`src/verilog/placeholder_none.sv`:
```
`timescale 1ns/1ps

```
`src/verilog/vmx_pkg.sv`:
```
// Purpose: Shared constants for the matrix module register bank
// Assumes: 16-bit A16 device registers, 32-bit relay image in A24
// Notes:   Offsets are byte offsets inside each window
package vmx_pkg;
   // A16 device register window
   localparam logic [15:0] A16_WIN_BASE   = 16'hC000;
   localparam int          A16_LA_SHIFT   = 6;          // Logical address times 0x40
   localparam logic [5:0]  OFF_ID         = 6'h00;
   localparam logic [5:0]  OFF_DEV_TYPE   = 6'h02;
   localparam logic [5:0]  OFF_STAT_CTRL  = 6'h04;
   localparam logic [5:0]  OFF_A24_OFFSET = 6'h06;
   localparam logic [5:0]  OFF_RELAY_CTRL = 6'h3E;

   // Field positions
   localparam int BIT_DEV_RESET = 0;                    // In module_status_control
   localparam int BIT_READ_DATA = 1;                    // In relay_readback_control

   // Reset values
   localparam logic [15:0] STAT_CTRL_RST  = 16'h0000;
   localparam logic [15:0] A24_OFFSET_RST = 16'h0000;
   localparam logic [15:0] RELAY_CTRL_RST = 16'h0000;
   localparam logic [15:0] RELAY_WORD_RST = 16'h0000;
   localparam logic [15:0] READ_ZERO      = 16'h0000;

   // Address modifiers: nonprivileged data access
   localparam logic [5:0]  AM_A16_NPRIV   = 6'h29;
   localparam logic [5:0]  AM_A24_NPRIV   = 6'h39;

   // A24 relay registers above the assigned base
   localparam logic [15:0] A24_RELAY_LO   = 16'h8000;   // Channels 1-16
   localparam logic [15:0] A24_RELAY_HI   = 16'h8002;   // Channels 17-32
   localparam int          A24_BASE_LSB   = 16;         // Base taken from offset[15:8]
   localparam int          OFFSET_BASE_LSB = 8;
endpackage : vmx_pkg

```
`src/verilog/vmx_regs.sv`:
```
// Purpose: A16 device registers and A24 relay registers of the matrix module
// Assumes: Bus strobes are one-cycle pulses synchronous to mclk
// Notes:   One ack pulse per accepted access, one cycle after the strobe
//
// How it works
// Device registers are 16-bit in A16; relay registers sit separately in A24.
// Status/control at 04h, offset at 06h, control at 3Eh; 08h-3Ch unused.
// Offset register readable by all; written contents taken as manager configuration.
// Every write replaces all sixteen bits; host does read-modify-write.
// Setting the device reset bit returns relay words, coil drive and readback control to power-up state; other registers keep values.
// While device reset bit is set, all relays stay open.
// Device reset is bit 0 of status/control.
// A16 window decoded at logical address times 40h plus C000h.
// Offset zero reads the identification register.
// Nonprivileged 16-bit word accesses accepted in A16.
// Relay registers at 8000h above A24 base; 16- or 32-bit access.
// Control bit 1 selects coil or data readback; cleared by module reset.
`timescale 1ns/1ps
module vmx_regs
   import vmx_pkg::*;
#(
   parameter logic [15:0] ID_VALUE   = 16'h0F00,  // Arbitrary identification value
   parameter logic [15:0] DEV_TYPE   = 16'h0000,  // Arbitrary device type value
   parameter int          RELAY_BITS = 32
)(
   input  wire logic                  mclk,            // System clock
   input  wire logic                  reset,           // Power-up reset, active high
   input  wire logic [7:0]            logical_addr,    // Module logical address
   input  wire logic                  a16_strobe,      // A16 access pulse
   input  wire logic [5:0]            a16_am,          // A16 address modifier
   input  wire logic [15:0]           a16_addr,        // A16 byte address
   input  wire logic                  a16_write,       // 1 write, 0 read
   input  wire logic [15:0]           a16_wdata,       // A16 write word
   output logic      [15:0]           a16_rdata,       // A16 read word
   output logic                       a16_ack,         // A16 access done
   input  wire logic                  a24_strobe,      // A24 access pulse
   input  wire logic [5:0]            a24_am,          // A24 address modifier
   input  wire logic [23:0]           a24_addr,        // A24 byte address
   input  wire logic                  a24_long,        // 1: 32-bit access
   input  wire logic                  a24_write,       // 1 write, 0 read
   input  wire logic [31:0]           a24_wdata,       // A24 write data
   output logic      [31:0]           a24_rdata,       // A24 read data
   output logic                       a24_ack,         // A24 access done
   input  wire logic [RELAY_BITS-1:0] coil_state,      // Coil feedback
   output logic      [RELAY_BITS-1:0] coil_drive,      // Coil drive, all open in reset
   output logic                       dev_reset_active // Device reset bit mirror
);
   localparam int HALF = RELAY_BITS / 2;

   generate
      if (RELAY_BITS != 32) begin : g_bad_width
         $error("vmx_regs: RELAY_BITS must be 32");
      end
      if (HALF != 16) begin : g_bad_half
         $error("vmx_regs: each relay word must fill one 16-bit register");
      end
   endgenerate

   logic [15:0] stat_ctrl_r;
   logic [15:0] a24_offset_r;
   logic [15:0] relay_ctrl_r;
   logic [15:0] win_base;
   logic        a16_hit;
   logic        a24_hit;
   logic        a24_lo_sel;
   logic        a24_hi_sel;
   logic        mod_rst;
   logic [5:0]  reg_off;
   logic [15:0] a16_rd_nxt;
   logic [HALF-1:0] rd_lo;
   logic [HALF-1:0] rd_hi;
   logic [HALF-1:0] drv_lo;
   logic [HALF-1:0] drv_hi;
   logic [HALF-1:0] wd_hi;
   logic        wr_lo;
   logic        wr_hi;
   logic        wr_stat_ctrl;
   logic        wr_a24_offset;
   logic        wr_relay_ctrl;
   logic        a16_rd_en;
   logic        a24_rd_en;
   logic        dev_rst_bit;
   logic        read_sel_data;
   logic [31:0] a24_rd_nxt;
   logic [RELAY_BITS-1:0] coil_drive_nxt;

   // Register picked by the A16 offset
   typedef enum logic [2:0] {
      VMX_SEL_ID       = 3'b000,
      VMX_SEL_DEV_TYPE = 3'b001,
      VMX_SEL_STAT     = 3'b010,
      VMX_SEL_OFFSET   = 3'b011,
      VMX_SEL_RELAY    = 3'b100,
      VMX_SEL_UNUSED   = 3'b101
   } vmx_a16_sel_type;

   // Relay word picked by an A24 access
   typedef enum logic [1:0] {
      VMX_A24_NONE = 2'b00,
      VMX_A24_LO   = 2'b01,
      VMX_A24_HI   = 2'b10,
      VMX_A24_BOTH = 2'b11
   } vmx_a24_sel_type;

   vmx_a16_sel_type a16_sel;
   vmx_a24_sel_type a24_sel;

   // Power-up reset or the software device reset
   assign dev_rst_bit   = stat_ctrl_r[BIT_DEV_RESET];
   assign mod_rst       = reset || dev_rst_bit;
   assign win_base      = A16_WIN_BASE + (16'(logical_addr) << A16_LA_SHIFT);
   assign reg_off       = a16_addr[A16_LA_SHIFT-1:0];
   assign read_sel_data = relay_ctrl_r[BIT_READ_DATA];
   assign a16_hit  = a16_strobe && (a16_am == AM_A16_NPRIV)
                     && (a16_addr[15:A16_LA_SHIFT] == win_base[15:A16_LA_SHIFT])
                     && !a16_addr[0];

   assign wr_stat_ctrl  = a16_hit && a16_write && (a16_sel == VMX_SEL_STAT);
   assign wr_a24_offset = a16_hit && a16_write && (a16_sel == VMX_SEL_OFFSET);
   assign wr_relay_ctrl = a16_hit && a16_write && (a16_sel == VMX_SEL_RELAY);
   assign a16_rd_en     = a16_hit && !a16_write;

   // Unused offsets share one code, so they read zero and ignore writes
   always_comb begin
      unique case (reg_off)
         OFF_ID: begin
            a16_sel = VMX_SEL_ID;
         end
         OFF_DEV_TYPE: begin
            a16_sel = VMX_SEL_DEV_TYPE;
         end
         OFF_STAT_CTRL: begin
            a16_sel = VMX_SEL_STAT;
         end
         OFF_A24_OFFSET: begin
            a16_sel = VMX_SEL_OFFSET;
         end
         OFF_RELAY_CTRL: begin
            a16_sel = VMX_SEL_RELAY;
         end
         default: begin
            a16_sel = VMX_SEL_UNUSED;
         end
      endcase
   end

   // A24 base comes from the offset register the manager programmed
   assign a24_hit    = a24_strobe && (a24_am == AM_A24_NPRIV)
                       && (a24_addr[23:A24_BASE_LSB] == a24_offset_r[15:OFFSET_BASE_LSB]);
   assign a24_lo_sel = a24_hit && (a24_addr[15:0] == A24_RELAY_LO);
   assign a24_hi_sel = a24_hit && !a24_long && (a24_addr[15:0] == A24_RELAY_HI);
   assign wr_lo      = a24_lo_sel && a24_write;
   assign wr_hi      = (a24_hi_sel || (a24_lo_sel && a24_long)) && a24_write;
   assign wd_hi      = a24_long ? a24_wdata[31:16] : a24_wdata[15:0];

   // A 32-bit access at the low word covers both halves
   always_comb begin
      a24_sel = VMX_A24_NONE;
      if (a24_lo_sel && a24_long) begin
         a24_sel = VMX_A24_BOTH;
      end else if (a24_lo_sel) begin
         a24_sel = VMX_A24_LO;
      end else if (a24_hi_sel) begin
         a24_sel = VMX_A24_HI;
      end
   end
   assign a24_rd_en = (a24_sel != VMX_A24_NONE) && !a24_write;

   always_comb begin
      unique case (a24_sel)
         VMX_A24_BOTH: a24_rd_nxt = {rd_hi, rd_lo};
         VMX_A24_LO:   a24_rd_nxt = 32'(rd_lo);
         VMX_A24_HI:   a24_rd_nxt = 32'(rd_hi);
         VMX_A24_NONE: a24_rd_nxt = '0;
      endcase
   end

   // Status/control keeps its own value through device reset, or it could never clear
   always_ff @(posedge mclk) begin
      if (reset) begin
         stat_ctrl_r <= STAT_CTRL_RST;
      end else if (wr_stat_ctrl) begin
         stat_ctrl_r <= a16_wdata;
      end
   end

   // Offset survives device reset so the A24 mapping stays valid
   always_ff @(posedge mclk) begin
      if (reset) begin
         a24_offset_r <= A24_OFFSET_RST;
      end else if (wr_a24_offset) begin
         a24_offset_r <= a16_wdata;
      end
   end

   always_ff @(posedge mclk) begin
      if (mod_rst) begin
         relay_ctrl_r <= RELAY_CTRL_RST;
      end else if (wr_relay_ctrl) begin
         relay_ctrl_r <= a16_wdata;
      end
   end

   always_comb begin
      unique case (a16_sel)
         VMX_SEL_ID: begin
            a16_rd_nxt = ID_VALUE;
         end
         VMX_SEL_DEV_TYPE: begin
            a16_rd_nxt = DEV_TYPE;
         end
         VMX_SEL_STAT: begin
            a16_rd_nxt = stat_ctrl_r;
         end
         VMX_SEL_OFFSET: begin
            a16_rd_nxt = a24_offset_r;
         end
         VMX_SEL_RELAY: begin
            a16_rd_nxt = relay_ctrl_r;
         end
         VMX_SEL_UNUSED: begin
            a16_rd_nxt = READ_ZERO;
         end
         default: begin
            a16_rd_nxt = READ_ZERO;
         end
      endcase
   end

   always_ff @(posedge mclk) begin
      if (reset) begin
         a16_ack <= 1'b0;
      end else begin
         a16_ack <= a16_hit;
      end
   end

   // Read data holds until the next accepted read
   always_ff @(posedge mclk) begin
      if (reset) begin
         a16_rdata <= READ_ZERO;
      end else if (a16_rd_en) begin
         a16_rdata <= a16_rd_nxt;
      end
   end

   vmx_relay_word #(.WIDTH(HALF)) u_lo (
      .mclk       (mclk),
      .mod_rst    (mod_rst),
      .hold_open  (dev_rst_bit),
      .wr_en      (wr_lo),
      .wdata      (a24_wdata[HALF-1:0]),
      .read_data  (read_sel_data),
      .coil_state (coil_state[HALF-1:0]),
      .rdata      (rd_lo),
      .coil_drive (drv_lo)
   );

   vmx_relay_word #(.WIDTH(HALF)) u_hi (
      .mclk       (mclk),
      .mod_rst    (mod_rst),
      .hold_open  (dev_rst_bit),
      .wr_en      (wr_hi),
      .wdata      (wd_hi),
      .read_data  (read_sel_data),
      .coil_state (coil_state[RELAY_BITS-1:HALF]),
      .rdata      (rd_hi),
      .coil_drive (drv_hi)
   );

   // Hold-open applied again here, so pins open in the cycle the mirror rises
   assign coil_drive_nxt = dev_rst_bit ? '0 : {drv_hi, drv_lo};

   always_ff @(posedge mclk) begin
      if (reset) begin
         coil_drive <= '0;
      end else begin
         coil_drive <= coil_drive_nxt;
      end
   end

   always_ff @(posedge mclk) begin
      if (reset) begin
         dev_reset_active <= 1'b0;
      end else begin
         dev_reset_active <= dev_rst_bit;
      end
   end

   always_ff @(posedge mclk) begin
      if (reset) begin
         a24_ack <= 1'b0;
      end else begin
         a24_ack <= (a24_sel != VMX_A24_NONE);
      end
   end

   always_ff @(posedge mclk) begin
      if (reset) begin
         a24_rdata <= '0;
      end else if (a24_rd_en) begin
         a24_rdata <= a24_rd_nxt;
      end
   end
endmodule : vmx_regs

```
`src/verilog/vmx_relay_word.sv`:
```
// Purpose: One 16-bit half of the relay image with coil drive
// Assumes: Caller supplies the module-reset term and hold-open level
// Notes:   Read data chooses coil feedback or programmed data
`timescale 1ns/1ps
module vmx_relay_word
   import vmx_pkg::*;
#(
   parameter int WIDTH = 16
)(
   input  wire logic             mclk,        // System clock
   input  wire logic             mod_rst,     // Power-up or device reset
   input  wire logic             hold_open,   // Force every coil off
   input  wire logic             wr_en,       // Write this half
   input  wire logic [WIDTH-1:0] wdata,       // Whole-word write data
   input  wire logic             read_data,   // 1: programmed data, 0: coils
   input  wire logic [WIDTH-1:0] coil_state,  // Coil feedback
   output logic      [WIDTH-1:0] rdata,       // Readback value
   output logic      [WIDTH-1:0] coil_drive   // Registered coil drive
);
   logic [WIDTH-1:0] data_r;

   always_ff @(posedge mclk) begin
      if (mod_rst) begin
         data_r <= WIDTH'(RELAY_WORD_RST);
      end else if (wr_en) begin
         data_r <= wdata;
      end
   end

   // Drive off while held, so no relay closes until the hold lifts
   always_ff @(posedge mclk) begin
      if (mod_rst || hold_open) begin
         coil_drive <= '0;
      end else begin
         coil_drive <= data_r;
      end
   end

   always_comb begin
      rdata = read_data ? data_r : coil_state;
   end
endmodule : vmx_relay_word

```
`config.mk`:
```
export PLATFORM = sky130hd
export DESIGN_NAME = vmx_regs
export DESIGN_NICKNAME = d
export VERILOG_FILES = /design/src/verilog/placeholder_none.sv /design/src/verilog/vmx_pkg.sv /design/src/verilog/vmx_regs.sv /design/src/verilog/vmx_relay_word.sv
export SDC_FILE = /design/constraint.sdc
export NUM_CORES = 1
export LEC_CHECK = 0
export BUFFER_PORTS_ARGS = -buffer_cell sky130_fd_sc_hd__buf_4
export CORE_MARGIN = 5
export CORE_UTILIZATION = 53
export CTS_BUF_LIST = sky130_fd_sc_hd__clkbuf_4
export CTS_CLUSTER_SIZE = 12
export DETAILED_ROUTE_END_ITERATION = 6
export GPL_TIMING_DRIVEN = 0
export HOLD_SLACK_MARGIN = 0.02
export PLACE_DENSITY = 0.89
export REMOVE_ABC_BUFFERS = 1
export SLEW_MARGIN = 25
export SYNTH_ARGS = -nofsm -noshare
export SYNTH_HDL_FRONTEND = slang
export SYNTH_HIERARCHICAL = 1
export SYNTH_SLANG_ARGS = --single-unit
```
`constraint.sdc`:
```
create_clock -name mclk -period 2.8 [get_ports mclk]
set_clock_uncertainty 0.15 [all_clocks]
set_input_delay 0.14 -clock mclk [delete_from_list [all_inputs] [get_ports mclk]]
set_output_delay 0.14 -clock mclk [all_outputs]
set_load 0.05 [all_outputs]
```
=== Yosys cells after proc, flatten, opt, wreduce, memory -nomap -nowiden ===
Cells that the tools add are included.

* Bits in registers: 195
* Input port bits: 147
* Output and inout port bits: 83
* Word-level logic and storage cells: 68

* Add/sub/neg operators: 1
* Eq/ne operators: 16
* Multiplexer cells: 9
* Reductions and logical operators: 29

{| class="wikitable"
|+ Operators by type and width
! cell !! count
|-
| 32-bit case mux with 4 select lines || 1
|-
| 16-bit case mux with 4 select lines || 1
|-
| 16-bit 2-to-1 mux || 3
|-
| 16-bit == test, second input constant || 2
|-
| 6-bit == test, second input constant || 3
|-
| 1-bit logical AND || 17
|-
| 15-bit by 15-bit adder with 16-bit output, first input constant || 1
|-
| 3-bit case mux with 5 select lines || 1
|-
| 6-bit by 3-bit == test with 1-bit output, second input constant || 2
|-
| 10-bit == test || 1
|-
| 8-bit == test || 1
|-
| 3-bit by 2-bit == test with 1-bit output, second input constant || 2
|-
| 6-bit by 2-bit == test with 1-bit output, second input constant || 1
|-
| 6-bit zero test || 1
|-
| 2-bit 2-to-1 mux || 3
|-
| 2-bit == test, second input constant || 2
|-
| 1-bit zero test || 4
|-
| 3-bit == test, second input constant || 1
|-
| 3-bit zero test || 1
|-
| 1-bit logical OR || 3
|-
| 2-bit by 1-bit == test with 1-bit output, second input constant || 1
|-
| 2-bit zero test || 1
|-
| 2-bit nonzero test || 1
|-
| 2-bit OR reduction || 1
|}

=== Logic depth before layout (Yosys ltp) ===
* Depth after elaboration: 10
* Gate-level depth with buffers: 10
* Depth with buffers taken out: 7

=== Cells and area by module ===
Netlist, hierarchy kept.

{| class="wikitable"
|+ Modules (own cells, without submodules)
! module !! times used !! cells an instance !! area each (um^2) !! sequential area each (um^2)
|-
| vmx_regs || 1 || 492 || 5116.2 || 2622.5
|-
| vmx_relay_word || 2 || 104 || 1277.5 || 640.6
|}

=== Worst setup path before layout ===
No wires, ideal clock.

* Path type: register to register
* Start: reg a24_offset_r[9]
* End: reg u_hi.data_r[10]
* Library setup time: 0.117 ns
* Data arrival time: 2.080 ns
* Required time: 2.533 ns
* Setup slack: 0.453 ns
* Cell stages (with the launch flop): 10
* Buffers on the path: 2
* Period minus slack after synthesis: 2.347 ns
* Cells stage by stage: dfxtp_1 xnor2_1 nand4_1 or4_4 or2_2 a21oi_1 buf_6 buf_8 mux2i_1 nor2_1

* Longest elaborated chain between the ends: 6
* Elaborated cells between the ends (all ways): 8
* Classes of those cells: eq/ne: 1; reduce/logical: 7

{| class="wikitable"
|+ Ends and longest elaborated chain
! what !! RTL line !! RTL
|-
| start: declaration || vmx_regs.sv:60 || <nowiki>logic [15:0] a24_offset_r;</nowiki>
|-
| start signal: assignment || vmx_regs.sv:192 || <nowiki>a24_offset_r <= a16_wdata;</nowiki>
|-
| 8-bit == test * || vmx_regs.sv:149 || <nowiki>&& (a24_addr[23:A24_BASE_LSB] == a24_offset_r[15:OFFSET_BASE_LSB]);</nowiki>
|-
| 1-bit logical AND * || vmx_regs.sv:149 ||
|-
| 1-bit logical AND, on equally long branches || vmx_regs.sv:151, vmx_regs.sv:150 ||
|-
| 1-bit logical AND, on equally long branches || vmx_regs.sv:151, vmx_regs.sv:153 ||
|-
| 1-bit logical OR * || vmx_regs.sv:153 || <nowiki>assign wr_hi = (a24_hi_sel || (a24_lo_sel && a24_long)) && a24_write;</nowiki>
|-
| 1-bit logical AND * || vmx_regs.sv:153 ||
|-
| via wr_hi || vmx_regs.sv:76 || <nowiki>logic wr_hi;</nowiki>
|-
| end signal: assignment || vmx_relay_word.sv:24 || <nowiki>data_r <= WIDTH'(RELAY_WORD_RST);</nowiki>
|-
| end signal: assignment || vmx_relay_word.sv:26 || <nowiki>data_r <= wdata;</nowiki>
|-
| end: declaration || vmx_relay_word.sv:20 || <nowiki>logic [WIDTH-1:0] data_r;</nowiki>
|}

The timed path passes the listed nets; every way through them passes the cells marked *.
A chain may end at the register's enable or synchronous reset.

=== Final worst setup path ===
* Start: reg a24_offset_r[15]
* End: reg a24_rdata[10]

* Longest elaborated chain between the ends: 9
* Elaborated cells between the ends (all ways): 16
* Classes of those cells: eq/ne: 4; mux: 4; reduce/logical: 8

{| class="wikitable"
|+ Ends and longest elaborated chain
! what !! RTL line !! RTL
|-
| 8-bit == test * || vmx_regs.sv:149 ||
|-
| 1-bit logical AND * || vmx_regs.sv:149 ||
|-
| 1-bit logical AND (2 in a row) || vmx_regs.sv:151 || <nowiki>assign a24_hi_sel = a24_hit && !a24_long && (a24_addr[15:0] == A24_RELAY_HI);</nowiki>
|-
| 2-bit 2-to-1 mux || vmx_regs.sv:163 || <nowiki>end else if (a24_hi_sel) begin</nowiki>
|-
| 2-bit 2-to-1 mux || vmx_regs.sv:161 || <nowiki>end else if (a24_lo_sel) begin</nowiki>
|-
| 2-bit 2-to-1 mux * || vmx_regs.sv:159 || <nowiki>if (a24_lo_sel && a24_long) begin</nowiki>
|-
| 2-bit == test, or another cell as far along || vmx_regs.sv:170 || <nowiki>unique case (a24_sel)</nowiki>
|-
| 32-bit case mux with 4 select lines or 1-bit logical AND (tied branches) || vmx_regs.sv:170, vmx_regs.sv:167 ||
|-
| end signal: assignment || vmx_regs.sv:302 || <nowiki>a24_rdata <= a24_rd_nxt;</nowiki>
|-
| end: declaration || vmx_regs.sv:42 || <nowiki>output logic [31:0] a24_rdata,</nowiki>
|}

Every way passes the cells marked *; elsewhere a longest branch is shown, timed or not.

==> flow_results.org <==
** Clock network
- CTS tree :: yes
- CTS Buf Count :: 17
- The tree is rooted in a sky130_fd_sc_hd__clkbuf_4.
- Clock-pin slew was measured on the worst setup and hold paths at around 180 ps.
- # clock sinks :: 195
- Later-pin clock latency in the skew report :: 580 ps
- Counting along the longest clock path gives a buffer depth of 2.
- In this run the number of H-tree levels came out at 4.

** STA
- Worst-margin pin slew :: 1090 ps
- Dividing the final minimum period by the clock period gives 1.06.
- Worst-case headroom to the max-slew limit :: 0.264
- Hold Violations, Final :: 0
- Least setup slack across all paths after layout :: -160 ps
- Final Max Tran Viols :: 0
- Post-layout min period :: 2960 ps
- Derived from the worst setup path, the maximum achievable clock frequency is around 340 MHz.
- Setup violations remaining at the end of the flow were counted as 5.

** Layout
- In the final layout, the share of cells above drive strength 1 is 0.333.
- From synthesis to final layout, the design area changed by 44.8%.
- Largest registers ranked by flip-flop count :: a24_rdata x32, coil_drive x32
- Storage element area :: 3910 um^2
- At the end of the flow, the number of nets in the layout was between 1000 and 1500.
- The layout has 800 filler cells.
- With fillers left out, the area of the finished cells amounts to between 10000 and 15000 um^2.
- Combined area of the multi-input logic cells :: ~3500 um^2
- Finished Layout Cells :: 1235

** Synthesis
- Number of distinct library cells after synthesis :: 48
- Number of synthesized register bits :: 195
- In the post-synthesis netlist, the biggest area contributors are sky130_fd_sc_hd__dfxtp_1 (51%), sky130_fd_sc_hd__mux2i_1 (10%), sky130_fd_sc_hd__and2_1 (5.2%).
- The synthesized netlist occupies a cell area of 7670 um^2.
- Of the post-synthesis cell area, the dominant cell type holds 0.509.
- A synthesized cell averages approximately 11 um^2.
- Ranked by instance count, the synthesized netlist is headed by sky130_fd_sc_hd__dfxtp_1 (195), sky130_fd_sc_hd__nor2_1 (82), sky130_fd_sc_hd__mux2i_1 (79).
- For this run, the number of Yosys warnings is 6.
- Most numerous cell in the Yosys netlist :: sky130_fd_sc_hd__dfxtp_1
- In the synthesized netlist the dominant register cell turns out to be sky130_fd_sc_hd__dfxtp_1.
- In this run, synthesis inferred 0 flip-flops with an integrated enable.
- The share of the Yosys chip area taken by registers is 0.509.
- The largest total area in the synthesized netlist belongs to sky130_fd_sc_hd__dfxtp_1.
- Synthesized netlist cell count :: 700
- Post-synth ARST share :: 0

** Worst setup path
- The setup check on the worst reg-to-reg path leaves a slack of -160 ps.
- The critical path in this run is classified as register to register.
- Kind of capture point of the worst setup path :: register
- Of all nets on the critical path, the largest fanout is 16.
- The slowest stage of the critical path is the sky130_fd_sc_hd__or3_1 cell.
- Data on the critical path arrives at its endpoint at 3300 ps.
- The largest single stage delay on the critical path is 730 ps.
- The most critical setup path has its startpoint at a24_offset_r[15].
- Worst Setup Start Kind :: register
- Data required time of the critical path :: 3140 ps
- The critical path goes through xnor2_1 > nand4_1 > or4_4 > or3_1 > o2bb2ai_1.
- In this run the critical register-to-register path is launched from a24_offset_r[15].

** GRT
- The number of antenna violations at the first check in global routing was 1.
- Summed over all layers, the global routing overflow is 0.
- Tot GR Track Use :: 0.307
- Global-route wire length before repair :: 39900 um
- Via count of the first global-routing pass :: between 7000 and 8000
- Largest net degree at the start of global routing :: 40

** Die
- Die footprint :: 17000 um^2
- The total area inside the core boundary comes to 14400 um^2.
- In this run the count of I/O pins placed on the die edge is 230.
- Width of the chip :: 130 um
- Die Span Y :: 130 um
- Initial Util :: 0.534
- Site Rows :: 44

** Power
- The worst-case IR drop observed on VDD is 0.000297 V.
- Leakage power summed over all cells :: 4.96 nW
- Total chip power :: 4.91 mW
- Power Density :: 442 nW/um^2

** Min path
- In this run the most critical hold path is launched from a24_long.
- Type of the tightest min-delay check :: input port to register

** Outcome
- Failing checks :: negative setup slack
- Outcome :: complete, but fails checks

** Drt
- Wires add up to 27000 um.
- For this block, the initial DRC count from the detailed router was 658.
- Wire per inst :: 21.9 um
- Dividing the detail-routed via count by the number of cells gives about 5.7.
- Final routed DRC violation total :: 0
- The pre-antenna-repair detailed-routing pass consisted of 7 iterations.
- Across all layers, the routed design uses 7080 vias.
- Once detail routing completed, the nets flagged for antenna violations numbered 0.

** Place
- Number of input and output port buffers inserted :: 229
- Placed wire-length estimate after detailed placement :: 15200 um
- After detailed placement, the design holds a cell count of 1080.
- At the end of routability-driven placement, the weighted congestion stood at 0.840.
- After detailed placement, the total cell area comes to 9560 um^2.

** Job
- The tool flagged a number of max-cap violations equal to 0.
## area by class of cell
cell class | count | share of cell area
Timing Repair Buffer | 362 | 0.281
Multi-Input combinational cell | 452 | 0.317
Inverter | 9 | 0.00315
Clock buffer | 17 | 0.0115
Tap cell | 184 | 0.0207
Clock inverter | 15 | 0.0155
Antenna cell | 1 | 0.000225
Sequential cell | 195 | 0.351
## stage by stage
step | worst slack, ps | hold slack (ps) | setup TNS (ps) | util
after CTS | 25.4 | 23.3 | 0 | 0.770
after global placement | -2870 | 234 | -255490 | 0.649
after floorplan | -404 | 62.4 | -23320 | -
after detailed placement | -326 | 249 | -6610 | 0.665
after global routing | -111 | 25.0 | -445 | 0.773
final | -160 | 45.6 | -312 | 0.773
## routing by layer
metal  up-vias  global-route usage  part of all wire
li1       3102                   -                 -
met1      3354               0.337              0.35
met2       485               0.545              0.50
met3       139              0.0716             0.096
met4         0               0.171             0.055
met5         -                   0                 0
## placed cells by master (no fill, tap or decap), types with 12 or more instances in the layout
cell                            Yosys  final
sky130_fd_sc_hd__buf_4              0    233
sky130_fd_sc_hd__dfxtp_1          195    194
sky130_fd_sc_hd__dlygate4sd3_1      0    118
sky130_fd_sc_hd__nor2_1            82     80
sky130_fd_sc_hd__mux2i_1           79     79
sky130_fd_sc_hd__and2_1            64     64
sky130_fd_sc_hd__mux2_2            28     28
sky130_fd_sc_hd__nand2_1           20     20
sky130_fd_sc_hd__a21oi_1           21     20
sky130_fd_sc_hd__mux2_4            20     20
sky130_fd_sc_hd__nor2b_1           19     17
sky130_fd_sc_hd__clkbuf_4           0     17
sky130_fd_sc_hd__o21ai_0           17     16
sky130_fd_sc_hd__a22o_1            16     16
sky130_fd_sc_hd__o2bb2ai_1         16     16
sky130_fd_sc_hd__a222oi_1          12     12
## timing repair
action / in CTS / in global routing
endpoints found under the setup margin: 16 / 15
gates resized for setup: 0 / 5
hold endpoints to repair: 131 / 0
pin swaps: 1 / 1
buffers inserted: 2 / 2
hold buffers: 118 / 0
## cell families after synthesis
family                 synth area share
AND/OR/NAND/NOR                   0.159
flip-flops                        0.509
multiplexers                      0.183
AO/OA/AOI/OAI                    0.0873
buffers and inverters            0.0437
XOR/XNOR                         0.0183
## worst max-delay path: cells and delay by family, from the launching register on
| kind | cells | cell delay (ps) |
|---|---|---|
| simple gates | 3 | 1570 |
| compound gates | 1 | 430 |
| flops | 1 | 400 |
| xor+xnor | 1 | 330 |
## final timing paths
| check | endpoint | cells after the start |
|---|---|---|
| setup / recovery | a24_rdata[10] | 5 |
| hold / removal | u_hi/data_r[8] | 4 |
| setup reg to reg | a24_rdata[10] | 5 |
| hold reg to reg | coil_drive[19] | 1 |
## where the power goes
part           switching (mW)  internal [mW]
clock                    1.03          0.557
sequential       0.0000000511           2.78
combinational           0.227          0.314
No activity file was read; power rests on OpenSTA's default activity.
